===== src/radio_mode_consts.svh =====
/*
 * Timing constants of the operating-mode sequencer.
 * Assumes a 125 MHz mclk (8 ns period); counts are derived from times.
 */
`ifndef RADIO_MODE_CONSTS_SVH
`define RADIO_MODE_CONSTS_SVH

`define CLK_PERIOD_NS 8
`define RESET_MIN_US 1000
`define RESET_MAX_US 100000
`define RESET_CYCLES ((`RESET_MIN_US * 1000 + `CLK_PERIOD_NS - 1) / `CLK_PERIOD_NS)
`define WAKEUP_SETTLE_US 1500
`define WAKEUP_REF_MH 30
`define WAKEUP_SETTLE_CYCLES ((`WAKEUP_SETTLE_US * 1000) / `CLK_PERIOD_NS)
`define ACTIVE_ENTRY_US 130
`define ACTIVE_ENTRY_CYCLES ((`ACTIVE_ENTRY_US * 1000) / `CLK_PERIOD_NS)
`define POWER_PERSIST_US 40
`define POWER_PERSIST_CYCLES ((`POWER_PERSIST_US * 1000 + `CLK_PERIOD_NS - 1) / `CLK_PERIOD_NS)
`define TX_STAY_MAX_US 4000
`define TX_STAY_MAX_CYCLES ((`TX_STAY_MAX_US * 1000) / `CLK_PERIOD_NS)

`endif


===== src/radio_mode_pkg.sv =====
/*
 * Types shared by the operating-mode sequencer.
 * Assumes nothing beyond a SystemVerilog compiler.
 */
package radio_mode_pkg;

	// Gray codes along reset, power down, wakeup, standby-I, settle, transmit, standby-II.
	typedef enum logic [3:0] {
		ST_RESET = 4'h0,
		ST_POWER_DOWN = 4'h1,
		ST_WAKEUP = 4'h3,
		ST_STANDBY_1 = 4'h2,
		ST_SETTLE = 4'h6,
		ST_TX = 4'h7,
		ST_STANDBY_2 = 4'h5,
		ST_RX = 4'h4,
		ST_TX_SETTLE = 4'hC
	} radio_mode_t;

endpackage : radio_mode_pkg


===== src/radio_timer_if.sv =====
/*
 * Interface between the mode sequencer and its shared down-counter.
 * Assumes both ends run on mclk.
 */
`timescale 1ns/1ns

interface radio_timer_if;
	logic load;
	logic [23:0] value;
	logic done;

	modport ctrl (output load, output value, input done);
	modport timer (input load, input value, output done);
endinterface : radio_timer_if


===== src/radio_timer.sv =====
/*
 * Down-counter used for every timed wait of the mode sequencer.
 * Assumes the controller loads it and watches done.
 */
`timescale 1ns/1ns

module radio_timer (
	// Clock and reset.
	input wire logic mclk,
	input wire logic rst_n,
	// Control.
	radio_timer_if.timer tif
);

	logic [23:0] count_ff;
	logic [23:0] nxt_count;

	always_comb begin
		nxt_count = count_ff;
		if (tif.load) begin
			nxt_count = tif.value;
		end else if (count_ff != 24'h000000) begin
			nxt_count = count_ff - 24'h000001;
		end
	end

	always_ff @(posedge mclk or negedge rst_n) begin
		if (!rst_n) begin
			count_ff <= 24'h000000;
		end else begin
			count_ff <= nxt_count;
		end
	end

	// Done is high once a loaded count has run down to one remaining cycle.
	assign tif.done = !tif.load && (count_ff <= 24'h000001);

endmodule : radio_timer


===== src/radio_mode_state_machine.sv =====
/*
 * Operating-mode sequencer of a packet transceiver: reset, power down, two
 * standby modes, receive and transmit, with the received-power filter.
 * Assumes all inputs are synchronous to mclk and that rst_n is the
 * supply-triggered power-on reset; packet engines sit outside and report
 * through the tx_* and rx_* strobes.
 */
`timescale 1ns/1ns
`include "radio_mode_consts.svh"

// What this block does
// - Hold reset state until power down entry.
// - Reset lasts between 1 and 100 ms.
// - Oscillator wakeup completes within 1.5 ms scaled.
// - Power down disables radio, keeps registers.
// - Cleared power bit forces power down.
// - Setting power bit enters standby-I.
// - Active only with activate high; low returns standby-I.
// - Transmitter, activate high, empty FIFO: standby-II.
// - Packet in standby-II starts synthesizer, sends after 130us.
// - Standby keeps registers and serial interface.
// - Receive needs power, receive role, activate high.
// - Valid packet needs address and CRC, stored free slot.
// - Full receive FIFO drops valid packet.
// - Receive held until host ends it or automation.
// - Power flag after 40us of strong signal.
// - After packet: low standby-I, next, or standby-II.
// - Automation caps transmit stay at 4ms.
// - Activate high sends all queued packets, retries included.
// - Standby-II transmit settle starts when chip select rises after upload.
// - Single pulse sends one packet, then standby-I.
// - Standby-I entry waits for packet completion.
// - Standby to active settles within 130us.
module radio_mode_state_machine #(
	parameter int RESET_CYCLES = `RESET_CYCLES,
	parameter int WAKEUP_CYCLES = `WAKEUP_SETTLE_CYCLES,
	parameter int ACTIVE_CYCLES = `ACTIVE_ENTRY_CYCLES,
	parameter int PERSIST_CYCLES = `POWER_PERSIST_CYCLES,
	parameter int TX_MAX_CYCLES = `TX_STAY_MAX_CYCLES,
	parameter int XTAL_MH = `WAKEUP_REF_MH
) (
	// Clock and reset.
	input wire logic mclk,
	input wire logic rst_n,
	// Host controls.
	input wire logic power_on_request_bit,
	input wire logic receive_role_select,
	input wire logic activate,
	input wire logic auto_protocol_en,
	input wire logic serial_select_n,
	// Transmit FIFO and packet engine.
	input wire logic tx_fifo_empty,
	input wire logic tx_upload,
	input wire logic tx_packet_done,
	// Receive path.
	input wire logic rx_packet,
	input wire logic rx_addr_match,
	input wire logic rx_crc_ok,
	input wire logic rx_fifo_full,
	input wire logic rx_power_above,
	// Status.
	output radio_mode_pkg::radio_mode_t mode,
	output logic in_reset,
	output logic radio_enable,
	output logic registers_writable,
	output logic synth_on,
	output logic tx_active,
	output logic tx_start,
	output logic rx_active,
	output logic rx_store,
	output logic rx_drop,
	output logic received_power_flag,
	output logic tx_timeout
);

	////////////////////////////////////////////////////////////////////////////
	// Timer and scaled wakeup count.

	localparam int WAKE_SCALED = (XTAL_MH > `WAKEUP_REF_MH) ?
		(WAKEUP_CYCLES / `WAKEUP_REF_MH) * XTAL_MH : WAKEUP_CYCLES;

	radio_timer_if tif ();

	radio_timer u_timer (
		.mclk(mclk),
		.rst_n(rst_n),
		.tif(tif)
	);

	radio_mode_pkg::radio_mode_t state_ff;
	radio_mode_pkg::radio_mode_t nxt_state;
	logic pending_ff;
	logic nxt_pending;
	logic one_shot_ff;
	logic nxt_one_shot;
	logic [23:0] tx_stay_ff;
	logic [23:0] nxt_tx_stay;
	logic upload_seen_ff;
	logic nxt_upload_seen;
	logic select_prev_ff;
	logic nxt_select_prev;
	logic start_ff;
	logic nxt_start;
	logic load;
	logic [23:0] load_value;
	logic upload_ready;
	logic tx_cap;
	logic reset_armed_ff;
	logic nxt_reset_armed;

	assign tif.load = load;
	assign tif.value = load_value;

	// The upload counts once chip select has risen to end it.
	assign upload_ready = upload_seen_ff && serial_select_n && !select_prev_ff;
	assign tx_cap = auto_protocol_en && (tx_stay_ff >= 24'(TX_MAX_CYCLES - 1));

	////////////////////////////////////////////////////////////////////////////
	// Mode state machine.

	always_comb begin
		nxt_state = state_ff;
		nxt_pending = pending_ff;
		nxt_one_shot = one_shot_ff;
		nxt_start = 1'b0;
		load = 1'b0;
		load_value = 24'h000000;
		nxt_upload_seen = upload_seen_ff;
		nxt_select_prev = serial_select_n;
		if (tx_upload) begin
			nxt_upload_seen = 1'b1;
		end
		case (state_ff)
			radio_mode_pkg::ST_RESET: begin
				if (!reset_armed_ff) begin
					load = 1'b1;
					load_value = 24'(RESET_CYCLES);
				end else if (tif.done) begin
					nxt_state = radio_mode_pkg::ST_POWER_DOWN;
				end
			end
			radio_mode_pkg::ST_POWER_DOWN: begin
				if (power_on_request_bit) begin
					nxt_state = radio_mode_pkg::ST_WAKEUP;
					load = 1'b1;
					load_value = 24'(WAKE_SCALED);
				end
			end
			radio_mode_pkg::ST_WAKEUP: begin
				if (tif.done) begin
					nxt_state = radio_mode_pkg::ST_STANDBY_1;
				end
			end
			radio_mode_pkg::ST_STANDBY_1: begin
				nxt_upload_seen = 1'b0;
				if (activate) begin
					if (receive_role_select || !tx_fifo_empty) begin
						nxt_state = radio_mode_pkg::ST_SETTLE;
						nxt_pending = receive_role_select;
						nxt_one_shot = 1'b1;
						load = 1'b1;
						load_value = 24'(ACTIVE_CYCLES);
					end else begin
						nxt_state = radio_mode_pkg::ST_STANDBY_2;
					end
				end
			end
			radio_mode_pkg::ST_STANDBY_2: begin
				if (!activate) begin
					nxt_state = radio_mode_pkg::ST_STANDBY_1;
				end else if (receive_role_select) begin
					nxt_state = radio_mode_pkg::ST_SETTLE;
					nxt_pending = 1'b1;
					load = 1'b1;
					load_value = 24'(ACTIVE_CYCLES);
				end else if (upload_ready) begin
					nxt_state = radio_mode_pkg::ST_TX_SETTLE;
					nxt_upload_seen = 1'b0;
					load = 1'b1;
					load_value = 24'(ACTIVE_CYCLES);
				end
			end
			radio_mode_pkg::ST_SETTLE,
			radio_mode_pkg::ST_TX_SETTLE: begin
				if (tif.done) begin
					if (pending_ff && state_ff == radio_mode_pkg::ST_SETTLE) begin
						nxt_state = radio_mode_pkg::ST_RX;
					end else begin
						nxt_state = radio_mode_pkg::ST_TX;
						nxt_start = 1'b1;
					end
				end
			end
			radio_mode_pkg::ST_TX: begin
				if (activate) begin
					nxt_one_shot = 1'b0;
				end
				if (tx_packet_done || tx_cap) begin
					if (!activate || (one_shot_ff && !activate)) begin
						nxt_state = radio_mode_pkg::ST_STANDBY_1;
					end else if (!tx_fifo_empty && !tx_cap) begin
						nxt_start = 1'b1;
					end else begin
						nxt_state = radio_mode_pkg::ST_STANDBY_2;
					end
				end
			end
			radio_mode_pkg::ST_RX: begin
				if (!activate) begin
					nxt_state = radio_mode_pkg::ST_STANDBY_1;
				end else if (!receive_role_select && auto_protocol_en) begin
					nxt_state = radio_mode_pkg::ST_SETTLE;
					nxt_pending = 1'b0;
					load = 1'b1;
					load_value = 24'(ACTIVE_CYCLES);
				end
			end
			default: begin
				nxt_state = radio_mode_pkg::ST_POWER_DOWN;
			end
		endcase
		// Clearing the power bit wins over every mode except reset.
		if (!power_on_request_bit && state_ff != radio_mode_pkg::ST_RESET) begin
			nxt_state = radio_mode_pkg::ST_POWER_DOWN;
			nxt_start = 1'b0;
		end
	end

	always_ff @(posedge mclk or negedge rst_n) begin
		if (!rst_n) begin
			state_ff <= radio_mode_pkg::ST_RESET;
			pending_ff <= 1'b0;
			one_shot_ff <= 1'b0;
			start_ff <= 1'b0;
			upload_seen_ff <= 1'b0;
			select_prev_ff <= 1'b1;
		end else begin
			state_ff <= nxt_state;
			pending_ff <= nxt_pending;
			one_shot_ff <= nxt_one_shot;
			start_ff <= nxt_start;
			upload_seen_ff <= nxt_upload_seen;
			select_prev_ff <= nxt_select_prev;
		end
	end

	////////////////////////////////////////////////////////////////////////////
	// Reset timer start: the timer is loaded once on the first cycle after release.

	always_comb begin
		nxt_reset_armed = 1'b1;
	end

	always_ff @(posedge mclk or negedge rst_n) begin
		if (!rst_n) begin
			reset_armed_ff <= 1'b0;
		end else begin
			reset_armed_ff <= nxt_reset_armed;
		end
	end

	////////////////////////////////////////////////////////////////////////////
	// Transmit stay counter and received-power filter.

	logic [15:0] persist_ff;
	logic [15:0] nxt_persist;
	logic flag_ff;
	logic nxt_flag;

	always_comb begin
		nxt_tx_stay = 24'h000000;
		if (state_ff == radio_mode_pkg::ST_TX && !nxt_start) begin
			nxt_tx_stay = tx_stay_ff + 24'h000001;
		end
		nxt_persist = 16'h0000;
		nxt_flag = 1'b0;
		if (state_ff == radio_mode_pkg::ST_RX) begin
			nxt_flag = flag_ff;
			if (rx_power_above) begin
				nxt_persist = persist_ff;
				if (persist_ff < 16'(PERSIST_CYCLES)) begin
					nxt_persist = persist_ff + 16'h0001;
				end
				if (persist_ff >= 16'(PERSIST_CYCLES - 1)) begin
					nxt_flag = 1'b1;
				end
			end else begin
				nxt_flag = 1'b0;
			end
		end
	end

	always_ff @(posedge mclk or negedge rst_n) begin
		if (!rst_n) begin
			tx_stay_ff <= 24'h000000;
			persist_ff <= 16'h0000;
			flag_ff <= 1'b0;
		end else begin
			tx_stay_ff <= nxt_tx_stay;
			persist_ff <= nxt_persist;
			flag_ff <= nxt_flag;
		end
	end

	////////////////////////////////////////////////////////////////////////////
	// Outputs.

	always_comb begin
		radio_enable = state_ff == radio_mode_pkg::ST_SETTLE ||
			state_ff == radio_mode_pkg::ST_TX_SETTLE ||
			state_ff == radio_mode_pkg::ST_TX || state_ff == radio_mode_pkg::ST_RX;
	end

	assign mode = state_ff;
	assign in_reset = state_ff == radio_mode_pkg::ST_RESET;
	assign registers_writable = !in_reset;
	assign synth_on = radio_enable;
	assign tx_active = state_ff == radio_mode_pkg::ST_TX;
	assign tx_start = start_ff;
	assign rx_active = state_ff == radio_mode_pkg::ST_RX;
	assign rx_store = rx_active && rx_packet && rx_addr_match && rx_crc_ok && !rx_fifo_full;
	assign rx_drop = rx_active && rx_packet && rx_addr_match && rx_crc_ok && rx_fifo_full;
	assign received_power_flag = flag_ff;
	assign tx_timeout = tx_active && tx_cap;

endmodule : radio_mode_state_machine


===== config.mk =====
export PLATFORM = sky130hd
export DESIGN_NAME = radio_mode_state_machine
export DESIGN_NICKNAME = d
export VERILOG_FILES = /design/src/radio_mode_pkg.sv /design/src/radio_timer_if.sv /design/src/radio_timer.sv /design/src/radio_mode_state_machine.sv
export VERILOG_INCLUDE_DIRS = /design/src /design/src/src
export SDC_FILE = /design/constraint.sdc
export NUM_CORES = 1
export LEC_CHECK = 0
export BUFFER_PORTS_ARGS = -buffer_cell sky130_fd_sc_hd__clkbuf_2
export CORE_ASPECT_RATIO = 1.75
export CORE_MARGIN = 5
export CORE_UTILIZATION = 61
export CTS_CLUSTER_SIZE = 12
export DETAILED_ROUTE_END_ITERATION = 8
export GPL_ROUTABILITY_DRIVEN = 0
export HOLD_SLACK_MARGIN = 0.03
export PLACE_DENSITY = 0.89
export SYNTH_ARGS = -nofsm -noshare
export SYNTH_HDL_FRONTEND = slang
export SYNTH_SLANG_ARGS = --single-unit

===== constraint.sdc =====
create_clock -name mclk -period 2.6 [get_ports mclk]
set_clock_uncertainty 0.05 [all_clocks]
set_input_delay 0.13 -clock mclk [delete_from_list [all_inputs] [get_ports mclk]]
set_output_delay 0.13 -clock mclk [all_outputs]
set_load 0.1 [all_outputs]

==> results of run 1 <==
state kept, by name, summed over array words and instances (netlist names):
name and cells:
persist_ff 16, received_power_flag 1, tx_stay_ff 24, tx_start 1
u_timer.count_ff 24, mode 4, select_prev_ff 1, upload_seen_ff 1
reset_armed_ff 1, pending_ff 1
routing by layer:
metal  vias to the layer above  routed length, um
met2                        93               4990
met4                         0                301
li1                       1691                  -
met5                         -                  0
met1                      1714               3630
met3                        24                352
timing repair:
| action | CTS | global route |
|---|---|---|
| hold buffers | 3 | 0 |
| setup buffers | 0 | 3 |
| setup endpoints to repair | 0 | 3 |
| hold endpoints to repair | 76 | 0 |
| resized for setup | 0 | 1 |
final cells by class:
class / count / area [sq um] / area share (%)
Clock inverter: 4 / 26.3 / 0.541
Sequential cell: 74 / 1860 / 38.3
Clock buffer: 12 / 256 / 5.28
Timing Repair Buffer: 41 / 268 / 5.51
Tap cell: 84 / 105 / 2.16
Multi-Input combinational cell: 360 / 2280 / 47.0
Inverter: 14 / 56.3 / 1.16
kinds of logic after synthesis:
family | after synthesis | synth area share (%)
and+or+nand+nor | 230 | 28.5
DFF | 74 | 43.8
AOI/OAI and AO/OA | 69 | 11.4
xor gates and xnor gates | 52 | 10.8
buffers and inverters | 29 | 3.31
adders and majority gates | 4 | 1.18
muxes | 4 | 0.946
other | 1 | 0.0886
final timing paths:
| kind | startpoint | end | slack, ps |
|---|---|---|---|
| min | tx_upload | upload_seen_ff$_DFF_PN0_ | 80 |
| min reg2reg | tx_stay_ff[0]$_DFF_PN0_ | tx_stay_ff[0]$_DFF_PN0_ | 440 |
| max | tx_stay_ff[0]$_DFF_PN0_ | tx_timeout | 140 |
| max in group asynchronous | rst_n | select_prev_ff$_DFF_PN1_ | 1850 |
| max reg2reg | u_timer.count_ff[0]$_DFFE_PN0P_ | u_timer.count_ff[16]$_DFFE_PN0P_ | 240 |
| min in group asynchronous | rst_n | tx_stay_ff[5]$_DFF_PN0_ | 310 |
critical path: stages, from the launching register on:
cell	delay, ps
dfrtp_1	400
ha_1	240
and4_1	180
or4_1	430
a211oi_2	340
nor2_2	60
buf_2	290
stage by stage:
stage                     utilization (%)  std cells  area, sq um
after floorplan                         -        463         4290
after global placement               66.4        567         4520
after detailed placement             66.4        567         4520
after CTS                            71.0        586         4830
after global routing                 71.4        589         4860
final                                71.4        589         4860
where the power goes:
part	total, uW	switching, uW	internal, uW
Combinational	1200	793	407
Sequential	1520	226	1300
Clock	1150	453	696
Total	3870	1470	2400
Yosys cell counts, types with 3 or more instances:
master,number
o21ai_0,10
o21ai_1,8
nand2b_1,4
or4_1,4
o21a_1,9
nand4_1,9
nor3_1,16
nand2_1,39
buf_4,3
mux2i_1,4
clkbuf_1,6
xnor2_1,30
buf_2,4
ha_1,4
nand3_1,19
and2_1,4
a21oi_1,18
nor2b_1,3
nand3b_1,3
and3_1,11
or3_1,5
nor4_1,12
xor2_1,22
nor3_2,4
inv_1,14
dfrtp_1,73
nor2_1,79
placed cells by master, fill, tap and decap left out, types with 10 or more instances in the layout:
| cell | n |
|---|---|
| nand3_1 | 19 |
| nor4_1 | 11 |
| nor3_1 | 16 |
| and3_1 | 11 |
| a21oi_1 | 16 |
| xnor2_1 | 30 |
| inv_1 | 12 |
| nor2_1 | 76 |
| dfrtp_1 | 69 |
| nand2_1 | 36 |
| o21ai_1 | 10 |
| clkbuf_2 | 27 |
| xor2_1 | 22 |
==> flow_summary.ini, run 1 <==
[detailed_routing]
ant_nets = 0
drt_iter0_markers = 272
via_per_inst = 5.98
wl_per_cell_um = 15.7
via_count = 3522
dr.pass1.iters = 5
drc = 0
wl_mm = 9.27

[power]
power.leakage_uw = 0.00203
power_density_mw_per_mm2 = 797
irDropWorstVdd_mv = 0.569
power_uw = 3870

[timing]
final.min_clock_period_ps = 2460
fin_tns_setup_ps = 0
relSlewSlack_pct = 63.3
hold_violations = 0
tightest_slew_ps = 552
fmax_mhz = 407
setup_violations = 0
setup_ws_ps = 144
hold_ws_ps = 82.5
rsz0062_at_grt = false
slew_viol_final = 0
fin_crit_sh_pct = 94.5

[synth]
synthCells = 463
syn_avg_cell_area_sq_um = 9.14
netlist.area_leader.share_pct = 43.2
synth.largest_area_cell = dfrtp_1
ys_types = 63
synth_async_sr_flop_share_pct = 100
synth-seq-cells = 74
synth_edf_count = 0
ys_seq_area_share_pct = 43.8
synthTopCellsByArea = dfrtp_1, nor2_1, xnor2_1
dominantRegCellSynth = dfrtp_1
syn_area_sq_mm = 0.00423
syn_nets = 482
yosys_warnings = 0

[min_path]
hold_class = in -> reg
whs_path_depth = 4

[die]
core-area_sq_mm = 0.00681
io_pins = 30
die_h_um = 120
dieArea_sq_mm = 0.00877
start_util_pct = 62.2
die_w_um = 73.0
rows = 40

[global_route]
grt_pass1_wl_mm = 15.9
overflow = 0
grtUsageTotal_pct = 22.9
gr-usage-met2_pct = 39.4
grt_max_degree = 75
grt-busiest-layer = met2
grt_util_met3_pct = 3.83
globalRouteMet1Util_pct = 26.6
antenna_found_initial = 0
grt_pass1_vias = 3608

[clocking]
clock-root-buffer = clkbuf_16
cts_buffers = 9
cts_max_path_buffers = 2
clock_latency_ps = 340
htree_levels = 3
cts.sinks = 74
tritoncts = built
clk_pin_slew_ps = 50

[placement]
place_ws_ps = 259
hpwl_mm = 6.48
io_buffers = 29

[setup_path]
cp_max_fo = 4
path_class = reg -> out
startpoint_type = flip-flop
crit_required_ps = 2420
worstPathArrival_ps = 2280
worstSetupEndpointType = output port
reg2reg_depth = 8

[outcome]
status = finished clean

[cells_and_area]
area_growth_pct = 14.8
layout.nets = 519
drive_above_1_share_pct = 17.2
fillers = 492
antenna_cells = 0

[flow_run]
maxCapViolations = 0
Note: power is estimated with default switching activity, not from simulation.
==> run 2: changes to the inputs <==
Settings changed: CORE_MARGIN 5 to 2.
Clock period 2.6 ns to 2.4 ns, I/O delays scaled along.
==> flow_summary.ini, run 2 (synthesis gave the netlist of run 1 again) <==
[outcome]
status = finished clean

[setup_path]
path_buf_inv = 2
crit_required_ps = 2230
startpoint_type = flip-flop
cp_max_fo = 3
worstPathArrival_ps = 2160
cp_slowest_stage_delay_ps = 410
worstSetupEndpointType = output port
path_class = reg -> out
path_cells = ha_2 > and4_4 > or4_4 > a211oi_2 > buf_4 > nor2_2 > buf_12
path_delay_family = simple AND/OR/NAND/NOR gates
slowest_stage = or4_4

[detailed_routing]
drt_iter0_markers = 368
wl_per_cell_um = 17.2
wl_mm = 10.3
ant_nets = 0
dr.pass1.iters = 5
via_count = 3682
via_per_inst = 6.14
drc = 0

[placement]
dp.cells = 575
place_area_sq_mm = 0.00461
io_buffers = 29
hpwl_mm = 7.12
place_ws_ps = 136

[die]
io_pins = 30
start_util_pct = 62.2
core-area_sq_mm = 0.00681
die_w_um = 67.0
die_h_um = 114
dieArea_sq_mm = 0.00765
rows = 40

[timing]
rsz0062_at_grt = false
hold_ws_ps = 90.8
setup_ws_ps = 66.0
final.min_clock_period_ps = 2330
relSlewSlack_pct = 48.6
hold_violations = 0
fin_crit_sh_pct = 97.3
slew_viol_final = 0
tightest_slew_ps = 770
setup_violations = 0
fmax_mhz = 428

[clocking]
cts.sinks = 74
clock_latency_ps = 340
tritoncts = built
clock-root-buffer = clkbuf_16
cts_buffers = 9
cts_max_path_buffers = 2
clk_pin_slew_ps = 60
htree_levels = 3

[min_path]
hold_class = in -> reg

[global_route]
grt_pass1_vias = 3594
antenna_found_initial = 0
grt_pass1_wl_mm = 16.3
grt_max_degree = 61
overflow = 0
grtUsageTotal_pct = 28.2

[cells_and_area]
fillers = 494
largestRegisters = tx_stay_ff (24), u_timer.count_ff (24), persist_ff (16)
final_cell_mix = nor2_1, dfrtp_1, nand2_1
drive_above_1_share_pct = 19.6
stdcell_area_sq_mm = 0.00500
final_common_cell = nor2_1
regArea_sq_mm = 0.00186
antenna_cells = 0
area_growth_pct = 18.2
stdcell_count = 600
multiInputGateArea_sq_mm = 0.00232
layout.nets = 530

[power]
power.leakage_uw = 0.00208
power_density_mw_per_mm2 = 869
irDropWorstVdd_mv = 0.701

[flow_run]
maxCapViolations = 0
## run 2: cell count changes in the layout (fill, tap and decap cells not counted), moves of 2 or more
cell,previous run,this run
buf_4,7,21
buf_2,2,0
clkbuf_2,27,25
clkbuf_8,2,0
or4_1,4,2
or4_4,0,2
## run 2: worst paths after layout
check | slack, ps | from | to | cells after the start
hold / removal | 90 | tx_upload | upload_seen_ff$_DFF_PN0_ | 4
max in group asynchronous | 1310 | rst_n | persist_ff[0]$_DFFE_PN0P_ | 3
setup / recovery | 70 | tx_stay_ff[1]$_DFF_PN0_ | tx_timeout | 7
setup reg to reg | 90 | tx_stay_ff[12]$_DFF_PN0_ | mode[0]$_DFFE_PN0P_ | 8
min in group asynchronous | 330 | rst_n | u_timer.count_ff[21]$_DFFE_PN0P_ | 2
hold reg to reg | 480 | persist_ff[15]$_DFFE_PN0P_ | persist_ff[15]$_DFFE_PN0P_ | 1
## run 2: timing repair
item | CTS | global route
endpoints found under the hold margin | 61 | 0
pin swaps | 1 | 2
endpoints found under the setup margin | 1 | 30
buffers inserted | 2 | 4
resized for setup | 0 | 6
hold buffers | 3 | 0
## run 2: metal layers
layer,vias to the layer above,wire [um],track usage [%]
li1,1713,-,-
met1,1805,3810,30.7
met2,130,5630,48.9
met3,34,484,6.49
met4,0,375,16.3
met5,-,0,0
## run 2: final cells by class
type,instances,share of cell area (%)
repair buffers,52,7.46
well taps,84,2.10
multi-input cells,360,46.3
clock buffers,11,4.65
clock inverters,5,1.10
inverters,14,1.13
flip-flops and latches,74,37.2
## run 2: power breakdown
group          internal (uW)  total, uW  switching (uW)
registers               1410       1640             233
logic                    474       1390             913
clock network            801       1320             517
total                   2680       4350            1660
## run 2: through the flow
| step | total power (uW) | TNS (ps) | utilization (%) |
|---|---|---|---|
| 2_1_floorplan | 2670 | -18840 | - |
| 3_5_place_dp | 3000 | 0 | 67.7 |
| 4_1_cts | 4320 | 0 | 72.6 |
| 6_report | 4350 | 0 | 73.5 |
| 5_1_grt | 4530 | 0 | 73.5 |
| 3_3_place_gp | 2950 | 0 | 67.7 |
## run 2: worst register-to-register path: stages, from the launching register on
cell,delay (ps)
dfrtp_1,380
or4_4,550
and4bb_2,310
a211oi_2,70
buf_4,150
buf_4,140
a211oi_4,270
a21oi_1,110
a31oi_1,190
==> run 3: changes to the inputs <==
Settings changed: SYNTH_HIERARCHICAL set to 1.
==> flow_summary.ini, run 3 <==
[placement]
dp.cells = 653
io_buffers = 29
hpwl_mm = 8.67

[clocking]
clock-root-buffer = clkbuf_16
cts_buffers = 9
htree_levels = 3
clock_latency_ps = 340
tritoncts = built
cts.sinks = 74
cts_max_path_buffers = 2
clk_pin_slew_ps = 60

[detailed_routing]
wl_mm = 17.7
via_per_inst = 7.28
drc = 3
drt_iter0_markers = 861
via_count = 5040
dr.pass1.iters = 9
ant_nets = 0
wl_per_cell_um = 25.6

[synth]
yosys_warnings = 6
synth_async_sr_flop_share_pct = 100
synth-seq-cells = 74
synthMuxAreaShare_pct = 1.89
ys_types = 66
ys_seq_area_share_pct = 41.1
synth_edf_count = 0
synth-simple-area-share_pct = 30.5
synthCells = 498
netlist.area_leader.share_pct = 40.5
syn_area_sq_mm = 0.00451
dominantRegCellSynth = dfrtp_1
synthXorXnorAreaFrac_pct = 8.75
syn_avg_cell_area_sq_um = 9.05
synth_compound_area_share_pct = 11.6
synth.largest_area_cell = dfrtp_1
synthTopCellsByArea = dfrtp_1, xnor2_1, nor2_1
synthAdderAreaFrac_pct = 1.39
post-synth-top-count-cell = dfrtp_1
synth_top_family_by_area = simple AND/OR/NAND/NOR gates
synth_commonest_cells = dfrtp_1, nor2_1, nand2_1

[timing]
fmax_mhz = 345
rsz0062_at_grt = true
final.min_clock_period_ps = 2890
setup_ws_ps = -495
relSlewSlack_pct = 46.6
fin_tns_setup_ps = -6030
tightest_slew_ps = 797
hold_violations = 0
fin_crit_sh_pct = 121
slew_viol_final = 0
setup_violations = 28

[cells_and_area]
final_common_cell = dfrtp_1
area_growth_pct = 30.7
layout.nets = 621
largestRegisters = tx_stay_ff (24), u_timer/count_ff (24), persist_ff (16)
drive_above_1_share_pct = 30.4
stdcell_count = 692
final_cell_mix = dfrtp_1, buf_4, nor2_1
antenna_cells = 0

[outcome]
status = finished with violations
violations = design-rule violations, negative setup slack

[global_route]
grtUsageTotal_pct = 42.8
grt_max_degree = 51
grt_pass1_wl_mm = 25.7
antenna_found_initial = 0
overflow = 0
grt_pass1_vias = 5044

[die]
dieArea_sq_mm = 0.00812
core-area_sq_mm = 0.00718
die_h_um = 118
io_pins = 30
start_util_pct = 62.7
rows = 41
die_w_um = 69.0

[setup_path]
worstSetupEndpointType = flip-flop
path_class = reg -> reg
cp_max_fo = 2
worstPathArrival_ps = 3090
crit_required_ps = 2590
startpoint_type = flip-flop

[power]
internal-power_uw = 3840
net-switching-power_uw = 2800
irDropWorstVdd_mv = 0.743
power_density_mw_per_mm2 = 1130
power_frac_comb_pct = 53.1
clkPwrFrac_pct = 19.8
power_frac_seq_pct = 27.1
swShare_pct = 42.2
power.leakage_uw = 0.00249

[min_path]
hold_class = in -> reg

[flow_run]
maxCapViolations = 0
[run 3: worst paths after layout]
path                                             from                          endpoint  slack (ps)  depth (start not counted)
max in group asynchronous                       rst_n  u_timer/count_ff[22]$_DFFE_PN0P_        1310                          3
min                               receive_role_select            pending_ff$_DFFE_PN0P_         120                          3
max reg2reg                  select_prev_ff$_DFF_PN1_               mode[2]$_DFFE_PN0P_        -490                         13
min reg2reg                persist_ff[15]$_DFFE_PN0P_        persist_ff[15]$_DFFE_PN0P_         470                          1
max                          select_prev_ff$_DFF_PN1_               mode[2]$_DFFE_PN0P_        -490                         13
min in group asynchronous                       rst_n   u_timer/count_ff[8]$_DFFE_PN0P_         320                          2
[run 3: critical path: stages (launching register included)]
cell and delay, ps:
dfstp_2 510, and3b_1 190, o21ai_1 130, o211ai_1 140, nand3_2 140, nand2b_4 80, nor2_4 100, nand4_1 140
nor4_2 250, o211a_1 230, o2111a_1 230, o21a_1 230, buf_6 130, mux2i_1 230
[run 3: routing by layer]
| metal | share of wire (%) | up-vias | global-route usage (%) | routed length, um |
|---|---|---|---|---|
| li1 | - | 1977 | - | - |
| met1 | 31 | 2341 | 44.2 | 5450 |
| met2 | 47 | 485 | 67.8 | 8400 |
| met3 | 9.3 | 237 | 12.3 | 1640 |
| met4 | 12 | 0 | 35.0 | 2210 |
| met5 | 0 | - | 0 | 0 |
[run 3: what timing repair did]
item                                    in CTS  in global routing
gates resized for setup                     25                 14
hold buffers                                 3                  0
buffers inserted                            15                  3
hold endpoints to repair                    51                  0
endpoints found under the setup margin      26                 40
pin swaps                                    7                  3
cloned                                       4                  0
[run 3: power groups by stage]
| stage | registers, uW | logic (uW) | clock network, uW |
|---|---|---|---|
| floorplan | 1890 | 1700 | 0 |
| detailed placement | 1770 | 2670 | 0 |
| finish | 1800 | 3530 | 1320 |
| CTS | 1760 | 3270 | 1300 |
| global route | 1830 | 3710 | 1360 |
| global placement | 1760 | 2560 | 0 |
[run 3: per-stage QoR]
step	utilization (%)	hold WS [ps]	worst slack, ps	power [uW]	area [sq um]
after floorplan	-	-226	-1490	3590	4650
after global routing	82.0	91.3	-751	6900	5890
after detailed placement	72.7	139	-492	4430	5220
final	82.0	116	-495	6640	5890
after global placement	72.7	134	-324	4310	5220
after CTS	80.9	39.7	-396	6330	5810
[run 3: layout make-up]
cell class | count | area (sq um)
Clock buffer | 15 | 278
Clock inverter | 1 | 7.51
Fill cell | 345 | 1290
Inverter | 23 | 90.1
Multi-Input combinational cell | 386 | 2650
Sequential cell | 74 | 1860
Tap cell | 86 | 108
Timing Repair Buffer | 106 | 882
Timing Repair inverter | 1 | 7.51
[run 3: kinds of logic (layout without fill, tap and decap cells)]
| family | Yosys count | count (layout) |
|---|---|---|
| compound gates | 78 | 78 |
| xor+xnor | 45 | 45 |
| fa+ha+maj | 5 | 5 |
| buf+inv | 45 | 146 |
| flops | 74 | 74 |
| mux | 8 | 8 |
| other cells | 2 | 9 |
| simple gates | 241 | 241 |
